===== src/core/prio_params.svh =====
// Register map, field positions and reset values of the priority field bank.
`ifndef PRIO_PARAMS_SVH
`define PRIO_PARAMS_SVH
`define ADDR_W 4
`define DATA_W 32
`define REG_W 16
`define OFF_GROUP_NINE 4'h0
`define OFF_GROUP_TEN 4'h4
`define FIELD_RESET 3'h4
`define RESET_GROUP_NINE 16'h0044
`define RESET_GROUP_TEN 16'h4404
`define RESP_OKAY 2'h0
`define RESP_SLVERR 2'h2
`define LVL_OFF 3'h0
`define LVL_MIN 3'h1
`define LVL_MAX 3'h7
`define POS_COMPARE_FIVE 4
`define POS_CAPTURE_SIX 0
`define POS_TIMER_SIX 12
`define POS_DMA_FOUR 8
`define POS_COMPARE_EIGHT 0
`define MASK_GROUP_NINE 16'h0077
`define MASK_GROUP_TEN 16'h7707
`define NUM_SRC 5
`endif


===== src/core/prio_pkg.sv =====
// Types shared by the priority field bank.
package prio_pkg;
   typedef logic [2:0] level_t;
   // One Avalon-MM request as seen by the slave.
   typedef struct packed
   {
      logic read;
      logic write;
      logic [3:0] address;
      logic [31:0] writedata;
      logic [3:0] byteenable;
   } bus_req_s;
   // The five source levels.
   typedef struct packed
   {
      level_t compare_five_level;
      level_t capture_six_level;
      level_t timer_six_level;
      level_t dma_channel_four_level;
      level_t compare_eight_level;
   } levels_s;
   typedef enum logic [0:0]
   {
      st_idle = 1'h0,
      st_answer = 1'h1
   } bus_state_e;
endpackage


===== src/core/interrupt_priority_fields.sv =====
// Interrupt priority field bank with an Avalon-MM register slave.
`timescale 1ns/1ps
`include "prio_params.svh"

module interrupt_priority_fields
   import prio_pkg::*;
(
   // Clock, reset and enable.
   input wire logic clk,
   input wire logic resetn,
   input wire logic clk_en,
   // Avalon-MM slave.
   input wire logic [`ADDR_W-1:0] address,
   input wire logic read,
   input wire logic write,
   input wire logic [`DATA_W-1:0] writedata,
   input wire logic [3:0] byteenable,
   output logic [`DATA_W-1:0] readdata,
   output logic waitrequest,
   output logic [1:0] response,
   // Levels and request enables toward the arbiter.
   output levels_s levels,
   output logic [`NUM_SRC-1:0] source_enabled,
   output logic [`NUM_SRC*3-1:0] source_level_onehot_max
);

   ////////////////////////////////////////////////////////////////////////////
   // Reset release through two flops so all state leaves reset together.
   logic rst_meta;
   logic rst_n;

   always_ff @(posedge clk or negedge resetn)
   begin
      if (!resetn)
      begin
         rst_meta <= 1'h0;
         rst_n <= 1'h0;
      end
      else
      begin
         rst_meta <= 1'h1;
         rst_n <= rst_meta;
      end
   end

   ////////////////////////////////////////////////////////////////////////////
   // Bus handshake: every access is answered one enabled cycle after it is seen.
   // The single wait state lets read data come from a flop and still stand
   // at the edge where the master samples waitrequest low.
   bus_req_s req;
   // Bus engine state and the answer being prepared.
   bus_state_e state;
   bus_state_e next_state;
   logic [`DATA_W-1:0] next_readdata;
   logic [1:0] next_response;
   // Register contents, their next values and the merged write data.
   logic [`REG_W-1:0] group_nine;
   logic [`REG_W-1:0] group_ten;
   logic [`REG_W-1:0] next_group_nine;
   logic [`REG_W-1:0] next_group_ten;
   logic [`REG_W-1:0] merged_nine;
   logic [`REG_W-1:0] merged_ten;
   logic [`REG_W-1:0] wmask;
   logic pending;

   // The request fields travel together as one bundle.
   assign req = '{read: read, write: write, address: address, writedata: writedata, byteenable: byteenable};
   // A request is pending while read or write stands on the bus.
   assign pending = req.read | req.write;
   // Waitrequest also stays high while frozen, so no access can complete
   // at an edge that the register stage ignores.
   assign waitrequest = pending & ((state == st_idle) | ~clk_en);

   // Lane mask from byte enables; only the low two lanes hold register bits.
   always_comb
   begin
      wmask = {{8{req.byteenable[1]}}, {8{req.byteenable[0]}}};
   end

   ////////////////////////////////////////////////////////////////////////////
   // Write merge: each register keeps its unimplemented bits at zero because
   // the mask never lets a lane reach them, whatever the master writes.
   lane_merge #(.MASK(`MASK_GROUP_NINE)) u_merge_nine
   (
      .current(group_nine),
      .wdata(req.writedata[`REG_W-1:0]),
      .lanes(wmask),
      .merged(merged_nine)
   );

   // Group ten has two fields in the high lane and one in the low lane.
   lane_merge #(.MASK(`MASK_GROUP_TEN)) u_merge_ten
   (
      .current(group_ten),
      .wdata(req.writedata[`REG_W-1:0]),
      .lanes(wmask),
      .merged(merged_ten)
   );

   ////////////////////////////////////////////////////////////////////////////
   // Next state of the bus engine, of the answer and of the two registers.
   // The answer is prepared in the idle cycle so that it stands, from a flop,
   // at the completing edge; a write lands only at that completing edge.
   always_comb
   begin
      next_state = state;
      next_readdata = readdata;
      next_response = response;
      next_group_nine = group_nine;
      next_group_ten = group_ten;
      case (state)
         st_idle:
         begin
            if (pending)
            begin
               // A write answers with zero read data.
               next_state = st_answer;
               next_readdata = '0;
               next_response = `RESP_OKAY;
               case (req.address)
                  `OFF_GROUP_NINE:
                  begin
                     if (req.read)
                     begin
                        next_readdata = {{(`DATA_W-`REG_W){1'h0}}, group_nine};
                     end
                  end
                  `OFF_GROUP_TEN:
                  begin
                     if (req.read)
                     begin
                        next_readdata = {{(`DATA_W-`REG_W){1'h0}}, group_ten};
                     end
                  end
                  default:
                  begin
                     // Unmapped address: reads zero, writes dropped, slave error.
                     next_response = `RESP_SLVERR;
                  end
               endcase
            end
         end
         st_answer:
         begin
            // Back to idle whatever happens; a master that drops its request
            // early simply loses the write.
            next_state = st_idle;
            if (req.write && (req.address == `OFF_GROUP_NINE))
            begin
               next_group_nine = merged_nine;
            end
            if (req.write && (req.address == `OFF_GROUP_TEN))
            begin
               next_group_ten = merged_ten;
            end
         end
         default:
         begin
            next_state = st_idle;
         end
      endcase
   end

   // Register stage only; a low clock enable freezes every field and answer.
   always_ff @(posedge clk or negedge rst_n)
   begin
      if (!rst_n)
      begin
         // Reset values are constants, so the fields come up at level four.
         state <= st_idle;
         readdata <= '0;
         response <= `RESP_OKAY;
         group_nine <= `RESET_GROUP_NINE;
         group_ten <= `RESET_GROUP_TEN;
      end
      else if (clk_en)
      begin
         state <= next_state;
         readdata <= next_readdata;
         response <= next_response;
         group_nine <= next_group_nine;
         group_ten <= next_group_ten;
      end
   end

   ////////////////////////////////////////////////////////////////////////////
   // Field extraction toward the arbiter.
   // Each field is three bits wide with a zero bit between neighbours, five between dma four and compare eight.
   assign levels.compare_five_level = group_nine[`POS_COMPARE_FIVE +: 3];
   assign levels.capture_six_level = group_nine[`POS_CAPTURE_SIX +: 3];
   assign levels.timer_six_level = group_ten[`POS_TIMER_SIX +: 3];
   assign levels.dma_channel_four_level = group_ten[`POS_DMA_FOUR +: 3];
   assign levels.compare_eight_level = group_ten[`POS_COMPARE_EIGHT +: 3];

   // One decoder per source turns its field into the request enable and the
   // coarse level flags; the arbiter itself lives outside this block.
   // Compare five is the most significant source.
   level_decode u_compare_five
   (
      .level(levels.compare_five_level),
      .enabled(source_enabled[4]),
      .onehot_max(source_level_onehot_max[14:12])
   );

   // Capture six.
   level_decode u_capture_six
   (
      .level(levels.capture_six_level),
      .enabled(source_enabled[3]),
      .onehot_max(source_level_onehot_max[11:9])
   );

   // Timer six.
   level_decode u_timer_six
   (
      .level(levels.timer_six_level),
      .enabled(source_enabled[2]),
      .onehot_max(source_level_onehot_max[8:6])
   );

   // Dma channel four.
   level_decode u_dma_four
   (
      .level(levels.dma_channel_four_level),
      .enabled(source_enabled[1]),
      .onehot_max(source_level_onehot_max[5:3])
   );

   // Compare eight is the least significant source.
   level_decode u_compare_eight
   (
      .level(levels.compare_eight_level),
      .enabled(source_enabled[0]),
      .onehot_max(source_level_onehot_max[2:0])
   );

endmodule // interrupt_priority_fields

////////////////////////////////////////////////////////////////////////////////
// Byte-lane write merge for one register.
// Bits outside the mask never change, so they keep their reset zero.
// The merge is purely combinational; the caller decides when it lands.
module lane_merge
   import prio_pkg::*;
#(
   // Bits that exist in the register; all others stay zero.
   parameter logic [`REG_W-1:0] MASK = '0
)
(
   // Present contents and the write request.
   input wire logic [`REG_W-1:0] current,
   input wire logic [`REG_W-1:0] wdata,
   input wire logic [`REG_W-1:0] lanes,
   // Contents after the write.
   output logic [`REG_W-1:0] merged
);

   logic [`REG_W-1:0] keep;

   // Only bits that a lane enables and the register implements take data.
   always_comb
   begin
      keep = lanes & MASK;
      merged = (current & ~keep) | (wdata & keep);
   end

endmodule // lane_merge

////////////////////////////////////////////////////////////////////////////////
// Level decode for one source: request enable and three coarse level flags.
// The flags let the arbiter spot the extremes without a full compare.
module level_decode
   import prio_pkg::*;
(
   // Field code from the priority register.
   input wire level_t level,
   // Decoded view for the arbiter.
   output logic enabled,
   output logic [2:0] onehot_max
);

   // The code is the level itself: zero disables, 001 is lowest, 111 highest.
   // Codes in between scale linearly, so no table is needed.
   always_comb
   begin
      enabled = (level != `LVL_OFF);
      onehot_max[2] = (level == `LVL_MAX);
      onehot_max[1] = (level > `LVL_MIN);
      onehot_max[0] = (level == `LVL_MIN);
   end

endmodule // level_decode


===== config.mk =====
export PLATFORM = sky130hd
export DESIGN_NAME = interrupt_priority_fields
export DESIGN_NICKNAME = d
export VERILOG_FILES = /design/src/core/prio_pkg.sv /design/src/core/interrupt_priority_fields.sv
export VERILOG_INCLUDE_DIRS = /design/src /design/src/core
export SDC_FILE = /design/constraint.sdc
export NUM_CORES = 1
export LEC_CHECK = 0
export BUFFER_PORTS_ARGS = -buffer_cell sky130_fd_sc_hd__buf_2
export CAP_MARGIN = 10
export CORE_MARGIN = 8
export CORE_UTILIZATION = 28
export DETAILED_ROUTE_END_ITERATION = 10
export GPL_TIMING_DRIVEN = 0
export PLACE_DENSITY = 0.5
export SYNTH_ARGS = -nofsm -noshare
export SYNTH_HDL_FRONTEND = slang
export SYNTH_HIERARCHICAL = 1
export SYNTH_SLANG_ARGS = --single-unit

===== constraint.sdc =====
create_clock -name clk -period 2.18 [get_ports clk]
set_input_delay 0.327 -clock clk [delete_from_list [all_inputs] [get_ports clk]]
set_output_delay 0.327 -clock clk [all_outputs]
set_load 0.1 [all_outputs]

* Word level (Yosys, flattened, before mapping) *
Index checks and enable logic that the tools add are counted.

word-level totals
  bits in registers = 69
  bits of input ports = 45
  output and inout port bits = 70
  word-level logic and storage cells = 54

operators by class
  order comparisons = 5
  equality and inequality tests = 11
  multiplexer cells = 6
  bitwise gates (word level) = 13
  reduce and logical (&&, ||, !) cells = 12

operator list
  kind                  number
  $and A16 B16 Y16      2
  $mux W16              2
  $or A16 B16 Y16       2
  $pmux W16 S2          1
  $and A16 B15 Y16      1
  $and A16 B7 Y16       1
  $not A15 Y16          1
  $not A7 Y16           1
  $eq A3 B1 Y1 const B  5
  $eq A3 B3 Y1 const B  5
  $gt A3 B1 Y1 const B  5
  $reduce_bool A3 Y1    5
  $reduce_and A3 Y1     3
  $eq A4 B3 Y1 const B  1
  $logic_not A4 Y1      1
  $logic_and A1 B1 Y1   2
  $mux W2               1
  $not A1 Y1            2
  $or A1 B1 Y1          2
  $pmux W1 S2           1
  $reduce_or A2 Y1      1
  $and A1 B1 Y1         1
  $mux W1               1

* Logic depth before layout (Yosys ltp) *
Gate-level depths: netlist (run 1).

  word-level depth = 3
  gate-level depth with buffers = 4
  mapped depth without buffers = 3

* By module *
Netlist (run 1), hierarchy kept.

by module, submodules not included
  module                      instances  cells an instance  area each (sq um)  sequential area each (sq um)
  interrupt_priority_fields   1          169                2,344.7            1,307.5
  lane_merge at u_merge_ten   1          16                 187.7              0.0
  lane_merge at u_merge_nine  1          16                 165.2              0.0
  level_decode                5          4                  27.5               0.0

* Worst setup path before layout (run 1) *
No wires, ideal clock.

  kind = reg2out
  start = reg group_nine[5]
  end = out source_level_onehot_max[12]
  data arrival time = 2.650 ns
  data required time = 1.853 ns
  path slack = -0.797 ns
  stages on the path, launching flop included = 2
  path buffers = 0
  cells stage by stage = dfrtp_1 > nor3b_1

on the way
  longest elaborated chain between the ends = 1

RTL lines
  item                           line                              RTL
  from (decl)                    interrupt_priority_fields.sv:57   logic [`REG_W-1:0] group_nine;
  from (signal assigned)         interrupt_priority_fields.sv:173  group_nine <= `RESET_GROUP_NINE;
  from (signal assigned)         interrupt_priority_fields.sv:181  group_nine <= next_group_nine;
  $eq A3 B1 Y1 (no source line)  -
  to (decl)                      interrupt_priority_fields.sv:24   output logic [`NUM_SRC*3-1:0] source_level_onehot_max

Every way passes these cells.

* Worst setup path in the final report (run 1) *
  start = reg group_ten[14]
  end = out source_level_onehot_max[8]

on the way
  longest elaborated chain between the ends = 1

RTL lines
  item                           line                              RTL
  from (decl)                    interrupt_priority_fields.sv:58   logic [`REG_W-1:0] group_ten;
  from (signal assigned)         interrupt_priority_fields.sv:174  group_ten <= `RESET_GROUP_TEN;
  from (signal assigned)         interrupt_priority_fields.sv:182  group_ten <= next_group_ten;
  $eq A3 B3 Y1 (no source line)  -

Every way passes these cells.

==> results of run 1 <==
-- cells in the final DEF (no fill, tap or decap) --
master,netlist,final
sky130_fd_sc_hd__nor2b_1,1,1
sky130_fd_sc_hd__dfstp_2,5,5
sky130_fd_sc_hd__nor3b_4,1,1
sky130_fd_sc_hd__nor2_1,1,1
sky130_fd_sc_hd__o21ai_1,1,1
sky130_fd_sc_hd__or3_4,1,1
sky130_fd_sc_hd__and3_2,5,5
sky130_fd_sc_hd__or3_1,5,5
sky130_fd_sc_hd__buf_4,49,49
sky130_fd_sc_hd__dlygate4sd3_1,0,1
sky130_fd_sc_hd__mux2_2,33,33
sky130_fd_sc_hd__mux2i_1,16,16
sky130_fd_sc_hd__nand3_1,2,2
sky130_fd_sc_hd__buf_8,1,1
sky130_fd_sc_hd__bufinv_16,0,1
sky130_fd_sc_hd__dfrtp_1,47,46
sky130_fd_sc_hd__nor3b_2,0,5
sky130_fd_sc_hd__o2bb2ai_1,16,16
sky130_fd_sc_hd__clkbuf_1,2,2
sky130_fd_sc_hd__buf_12,0,1
sky130_fd_sc_hd__clkbuf_8,0,5
sky130_fd_sc_hd__and3_1,1,1
sky130_fd_sc_hd__o21ai_0,1,1
sky130_fd_sc_hd__a21oi_1,1,1
sky130_fd_sc_hd__conb_1,2,18
sky130_fd_sc_hd__nor3_1,1,1
sky130_fd_sc_hd__dfrtp_2,0,1
sky130_fd_sc_hd__buf_2,3,77
sky130_fd_sc_hd__inv_1,1,1
sky130_fd_sc_hd__mux2_4,15,15
sky130_fd_sc_hd__or2_2,5,5
-- registers in the layout (all words and copies together) (netlist names) --
| name | cells |
|---|---|
| readdata | 16 |
| group_nine | 16 |
| rst_meta | 1 |
| rst_n | 1 |
| state | 1 |
| group_ten | 16 |
| response | 1 |
-- per-layer routing --
metal | track usage | up-vias | wire length, um
met1 | 0.112 | 913 | 2770
met2 | 0.170 | 42 | 3310
met5 | 0 | - | 0
met3 | 0.0233 | 5 | 397
li1 | - | 913 | -
met4 | 0.0358 | 0 | 80
-- where the power goes --
| group | internal (W) | switching (W) | leakage, nW |
|---|---|---|---|
| Sequential | 0.00100 | 0.0000618 | 0.694 |
| Clock | 0.000330 | 0.000305 | 0.0501 |
| Combinational | 0.000225 | 0.000833 | 1.27 |
-- per-stage QoR --
stage,setup WS [ps],TNS (ps),utilization,cells
floorplan,1.94,0,-,237
global placement,-94.9,-4150,0.352,444
detailed placement,169,0,0.354,445
CTS,286,0,0.365,452
global route,226,0,0.365,452
finish,314,0,0.365,452
-- cell families after synthesis --
family                 Yosys count  synth area share
other                            2           0.00265
muxes                           64             0.267
DFF                             52             0.461
AOI/OAI and AO/OA               19            0.0547
and+or+nand+nor                 28            0.0702
buffers and inverters           56             0.144
-- final timing paths --
path	cells after the start	startpoint	endpoint	slack, ps
max	2	group_ten[14]	source_level_onehot_max[8]	310
min	0	rst_n	readdata[2]	180
max reg2reg	4	state	group_ten[5]	400
max in group asynchronous	1	rst_n	group_ten[10]	1410
min in group clk	2	clk_en	state	240
min reg2reg	0	rst_n	readdata[2]	180
-- layout make-up --
type / instances / area [um2] / share of cell area
clock inverter: 1 / 30.0 / 0.00837
inverter: 1 / 3.75 / 0.00105
timing repair buffer: 76 / 400 / 0.112
multi-input combinational: 129 / 1200 / 0.336
tap: 133 / 166 / 0.0464
sequential: 52 / 1310 / 0.365
buffer: 55 / 405 / 0.113
clock buffer: 5 / 68.8 / 0.0192
-- cell usage after synthesis --
library cell and count:
sky130_fd_sc_hd__o21ai_1 1, sky130_fd_sc_hd__and3_2 5, sky130_fd_sc_hd__or2_2 5, sky130_fd_sc_hd__nor3_1 1, sky130_fd_sc_hd__dfrtp_1 47, sky130_fd_sc_hd__nand3_1 2, sky130_fd_sc_hd__mux2_2 33, sky130_fd_sc_hd__or3_1 5
sky130_fd_sc_hd__and3_1 1, sky130_fd_sc_hd__nor3b_1 5, sky130_fd_sc_hd__inv_1 1, sky130_fd_sc_hd__dfstp_2 5, sky130_fd_sc_hd__a21oi_1 1, sky130_fd_sc_hd__nor3b_4 1, sky130_fd_sc_hd__nor2b_1 1, sky130_fd_sc_hd__clkbuf_1 2
sky130_fd_sc_hd__nor2_1 1, sky130_fd_sc_hd__o21ai_0 1, sky130_fd_sc_hd__buf_8 1, sky130_fd_sc_hd__buf_2 3, sky130_fd_sc_hd__mux2_4 15, sky130_fd_sc_hd__or3_4 1, sky130_fd_sc_hd__buf_4 49, sky130_fd_sc_hd__o2bb2ai_1 16
sky130_fd_sc_hd__mux2i_1 16, sky130_fd_sc_hd__conb_1 2
-- critical path: stages, from the launching register on --
cell	delay (ps)
sky130_fd_sc_hd__dfstp_2	630
sky130_fd_sc_hd__and3_2	190
sky130_fd_sc_hd__buf_2	420
==> tab_implementation.tex, run 1 <==
\begin{tabular}{lr}
\hline
Metric & Value \\
\hline
\multicolumn{2}{l}{\textbf{Clock network}} \\
\quad Reg clk slew, reported paths & 100 ps \\
\quad Post-CTS Setup Inserts & 0 \\
\quad Root buf cell & sky130\_fd\_sc\_hd\_\_clkbuf\_8 \\
\quad CTS tree & yes \\
\quad \# clock sinks & 52 \\
\quad Number of buffers inserted by hold repair at cts & 1 \\
\quad H-tree level count & 2 \\
\quad Maximum clock path buffer count & 2 \\
\quad Clock insertion delay at the later pin of the skew report & 300 ps \\
\quad Post-CTS sizing & 0 \\
\quad Number of buffers created by CTS & 5 \\
\multicolumn{2}{l}{\textbf{Worst setup path}} \\
\quad Biggest fanout along the worst timing path & 8 \\
\quad Required time worst endpoint & 1850 ps \\
\quad Critical path type & register to output port \\
\quad Data arrival time at the worst-slack endpoint & 1540 ps \\
\quad Critical path capture point type & output port \\
\quad CP Launch Type & register \\
\multicolumn{2}{l}{\textbf{Route}} \\
\quad Antenna-violating nets left & 0 \\
\quad Total wirelength of the detailed-routed design & 6560 um \\
\quad Number of violations reported at the end of detailed-routing iteration 0 & 50 \\
\quad Router iterations before antenna repair & 4 \\
\quad Final routed DRC violation total & 0 \\
\quad Average wire per cell in the routed design & 14.5 um \\
\quad Vias per Instance & 4.14 \\
\quad DR vias & 1873 \\
\multicolumn{2}{l}{\textbf{Logic synthesis}} \\
\quad Cell area after synthesis & 2840 um2 \\
\quad Synth Register Bits & 52 \\
\quad Top cell type by total area after synthesis & sky130\_fd\_sc\_hd\_\_dfrtp\_1 \\
\quad Synth cell types & 26 \\
\quad Mapped Cells & 221 \\
\quad Share of synthesized area occupied by flip-flops and latches & 0.461 \\
\quad Synth area leaders & sky130\_fd\_sc\_hd\_\_dfrtp\_1, sky130\_fd\_sc\_hd\_\_mux2\_2, sky130\_fd\_sc\_hd\_\_buf\_4 \\
\quad Synthesis warning total & 6 \\
\quad Post-synthesis average cell area & 12.8 um2 \\
\quad Top cell type's share of synthesized area & 0.415 \\
\multicolumn{2}{l}{\textbf{Timing}} \\
\quad Maximum achievable frequency & 536 MHz \\
\quad Final hold slack & 176 ps \\
\quad Pins over their slew limit & 0 \\
\quad Portion of the clock cycle consumed by the worst path in the final layout & 0.856 \\
\quad Setup-violating endpoint count in the final report & 0 \\
\quad Slew at the pin with the worst max-slew slack & 807 ps \\
\quad Setup repair after global routing missed its margin & false \\
\quad Maximum clock skew at final layout & 12.1 ps \\
\quad Final hold violation count & 0 \\
\quad Minimum clock period & 1870 ps \\
\quad Slew HR & 0.458 \\
\multicolumn{2}{l}{\textbf{Floorplan}} \\
\quad Core Footprint & 9820 um2 \\
\quad I/O pin count & 115 \\
\quad Die outline width & 117 um \\
\quad Die Footprint & 13600 um2 \\
\quad Effective utilization at floorplan & 0.289 \\
\quad Count of standard-cell rows & 36 \\
\quad Die height & 117 um \\
\multicolumn{2}{l}{\textbf{Finish}} \\
\quad Final Instance Area & 3590 um2 \\
\quad Ant. Diodes & 0 \\
\quad Share of post-route cells with drive strength above 1 & 0.643 \\
\quad Number of fill cells & 1035 \\
\quad Relative area change from synthesis to final layout & 26.5\% \\
\quad Final layout net count & 365 \\
\multicolumn{2}{l}{\textbf{Outcome}} \\
\quad Status & complete, no violations \\
\multicolumn{2}{l}{\textbf{Placement}} \\
\quad Post-DP Area & 3480 um2 \\
\quad Routability cong. & 0.718 \\
\quad Number of buffers added on ports & 74 \\
\quad HPWL after detailed placement & 4830 um \\
\multicolumn{2}{l}{\textbf{Flow run}} \\
\quad Max capacitance violation total & 0 \\
\multicolumn{2}{l}{\textbf{Global route}} \\
\quad GRT Total Usage & 0.0970 \\
\quad Overflow left after global routing & 0 \\
\quad First-pass GRT wire length & 10200 um \\
\quad Via count of the first global-routing pass & 1919 \\
\quad Largest net degree at the start of global routing & 37 \\
\quad Initial antenna violation count & 0 \\
\multicolumn{2}{l}{\textbf{Power and ir drop}} \\
\quad Final Total Pwr & 0.00276 W \\
\quad IR drop worst, VDD & 0.294 mV \\
\quad Cell Pwr Density & 769 nW/um2 \\
\quad Leak Pwr & 2.01 nW \\
\multicolumn{2}{l}{\textbf{Worst hold path}} \\
\quad Hold Crit Class & register to asynchronous set/reset pin \\
\hline
\end{tabular}
Note: power is estimated with default switching activity, not from simulation.
==> run 2, diff against run 1 <==
RECOVER_POWER = 100   (was default)
==> run 2 against run 1 <==
Against the previous run:
- count of clock-buffer cells in the layout stayed put
- sequential share of layout area is 0.43 points higher
- via count is 0.21% higher
- clock power hardly changed
- combinational power hardly changed
- critical path depth is 2 higher
- largest cell class unchanged
- worst hold slack better by 69 ps
- maximum frequency is 3.5% lower
- critical endpoint is now state
- setup slack worse by 68 ps
==> tab_implementation.tex, run 2 (synthesis gave the netlist of run 1 again) <==
\begin{tabular}{lr}
\hline
Metric & Value \\
\hline
\multicolumn{2}{l}{\textbf{Worst setup path}} \\
\quad Required time worst endpoint & 2340 ps \\
\quad R2R cell count & 4 \\
\quad Critical path capture point type & register \\
\quad Data arrival time at the worst-slack endpoint & 2090 ps \\
\quad Startpoint of the worst-slack reg-to-reg timing path & state \\
\quad Critical register-to-register path endpoint & group\_nine[9] \\
\quad End point of the critical path & state \\
\quad Biggest fanout along the worst timing path & 10 \\
\quad Beginning of the critical path & read \\
\quad Worst-case register-to-register setup slack & 290 ps \\
\quad Critical path type & input port to register \\
\quad CP Launch Type & input port \\
\multicolumn{2}{l}{\textbf{Timing}} \\
\quad Setup-violating endpoint count in the final report & 0 \\
\quad Maximum achievable frequency & 517 MHz \\
\quad Portion of the clock cycle consumed by the worst path in the final layout & 0.887 \\
\quad Pins over their slew limit & 0 \\
\quad Final hold violation count & 0 \\
\quad Setup repair after global routing missed its margin & false \\
\quad Maximum clock skew at final layout & 10.5 ps \\
\quad Slew at the pin with the worst max-slew slack & 1240 ps \\
\quad Minimum clock period & 1930 ps \\
\quad Slew HR & 0.164 \\
\multicolumn{2}{l}{\textbf{Global route}} \\
\quad GRT Total Usage & 0.0970 \\
\quad Initial antenna violation count & 0 \\
\quad Via count of the first global-routing pass & 1919 \\
\quad Largest net degree at the start of global routing & 37 \\
\quad Overflow left after global routing & 0 \\
\quad First-pass GRT wire length & 10200 um \\
\multicolumn{2}{l}{\textbf{Finish}} \\
\quad Commonest non-fill, non-tap cell in the layout & sky130\_fd\_sc\_hd\_\_buf\_4 \\
\quad Final layout net count & 365 \\
\quad Number of fill cells & 1049 \\
\quad Biggest regs & group\_nine: 16 flops, group\_ten: 16 flops, readdata: 16 flops \\
\quad Share of post-route cells with drive strength above 1 & 0.583 \\
\quad Relative area change from synthesis to final layout & 24.9\% \\
\quad Ant. Diodes & 0 \\
\quad Most frequent cells in the layout & sky130\_fd\_sc\_hd\_\_buf\_4, sky130\_fd\_sc\_hd\_\_dfrtp\_1, sky130\_fd\_sc\_hd\_\_clkbuf\_2 \\
\quad Final Instance Area & 3540 um2 \\
\multicolumn{2}{l}{\textbf{Power and ir drop}} \\
\quad Leak Pwr & 1.90 nW \\
\quad IR drop worst, VDD & 0.293 mV \\
\quad Final Total Pwr & 0.00275 W \\
\quad Cell Pwr Density & 777 nW/um2 \\
\multicolumn{2}{l}{\textbf{Floorplan}} \\
\quad Effective utilization at floorplan & 0.289 \\
\quad Count of standard-cell rows & 36 \\
\quad Die outline width & 117 um \\
\quad Die Footprint & 13600 um2 \\
\quad I/O pin count & 115 \\
\quad Core Footprint & 9820 um2 \\
\quad Die height & 117 um \\
\multicolumn{2}{l}{\textbf{Flow run}} \\
\quad Max capacitance violation total & 0 \\
\multicolumn{2}{l}{\textbf{Worst hold path}} \\
\quad Hold Crit Class & register to asynchronous set/reset pin \\
\multicolumn{2}{l}{\textbf{Route}} \\
\quad Router iterations before antenna repair & 2 \\
\quad Max Used Layer & met4 \\
\quad Detailed-routed wire length on met2 & 3310 um \\
\quad Average wire per cell in the routed design & 14.5 um \\
\quad Vias per Instance & 4.15 \\
\quad Final routed DRC violation total & 0 \\
\quad Total wirelength of the detailed-routed design & 6530 um \\
\quad DR vias & 1877 \\
\quad Wire length on met3 & 403 um \\
\quad Wire length on met1 & 2730 um \\
\quad Number of violations reported at the end of detailed-routing iteration 0 & 55 \\
\quad Antenna-violating nets left & 0 \\
\multicolumn{2}{l}{\textbf{Clock network}} \\
\quad Root buf cell & sky130\_fd\_sc\_hd\_\_clkbuf\_8 \\
\quad Reg clk slew, reported paths & 100 ps \\
\quad Maximum clock path buffer count & 2 \\
\quad CTS tree & yes \\
\quad Post-CTS sizing & 0 \\
\quad Post-CTS Setup Inserts & 0 \\
\quad H-tree level count & 2 \\
\quad Clock insertion delay at the later pin of the skew report & 300 ps \\
\quad \# clock sinks & 52 \\
\quad Number of buffers created by CTS & 5 \\
\multicolumn{2}{l}{\textbf{Placement}} \\
\quad Number of buffers added on ports & 74 \\
\quad Post-DP Area & 3480 um2 \\
\quad Routability cong. & 0.718 \\
\quad HPWL after detailed placement & 4830 um \\
\multicolumn{2}{l}{\textbf{Outcome}} \\
\quad Status & complete, no violations \\
\hline
\end{tabular}
run 2: changes by cell type in the layout (fill, tap and decap cells not counted), sizes merged:
| cell | delta |
|---|---|
| buf | -56 |
| clkbuf | +56 |
run 2: where the power goes:
group / leakage (nW) / switching [W] / internal [W]
sequential: 0.695 / 0.0000614 / 0.00100
clock: 0.0501 / 0.000306 / 0.000330
combinational: 1.15 / 0.000835 / 0.000217
run 2: per-stage QoR:
stage          cells  worst slack [ps]  hold slack (ps)  setup TNS [ps]  utilization
2_1_floorplan    237              1.94             31.4               0            -
3_3_place_gp     444             -94.9              113           -4150        0.352
3_5_place_dp     445               169              119               0        0.354
4_1_cts          452               286              199               0        0.365
5_1_grt          452               167              225               0        0.361
6_report         452               246              246               0        0.361
run 2: layer usage:
| layer | up-vias | global-route usage |
|---|---|---|
| met5 | - | 0 |
| met4 | 0 | 0.0358 |
| met3 | 6 | 0.0233 |
| met2 | 42 | 0.170 |
| met1 | 921 | 0.112 |
| li1 | 908 | - |
run 2: how the worst min path moves through the flow:
stage                       from     endpoint  slack (ps)  cells past startpoint
after global placement    resetn     rst_meta         110                      1
final                      rst_n  readdata[2]         250                      0
after detailed placement  resetn     rst_meta         120                      1
after global routing      clk_en        state         230                      2
after floorplan           resetn     rst_meta          30                      0
after CTS                  rst_n  readdata[2]         200                      0
run 2: area by class of cell:
| class | instances | area, um2 | share of cell area |
|---|---|---|---|
| buffer | 55 | 405 | 0.114 |
| multi-input combinational | 129 | 1200 | 0.338 |
| tap | 133 | 166 | 0.0470 |
| sequential | 52 | 1310 | 0.369 |
| clock inverter | 1 | 30.0 | 0.00848 |
| inverter | 1 | 3.75 | 0.00106 |
| timing repair buffer | 76 | 363 | 0.102 |
| clock buffer | 5 | 68.8 | 0.0194 |
run 2: worst max-delay path: stages:
cell	delay, ps
sky130_fd_sc_hd__clkbuf_1	100
sky130_fd_sc_hd__o21ai_0	970
sky130_fd_sc_hd__clkbuf_1	520
sky130_fd_sc_hd__o21ai_0	170
run 2: timing repair:
action / in CTS / in global routing
hold buffers: 1 / 0
endpoints found under the hold margin: 2 / 0
setup endpoints to repair: 0 / 0
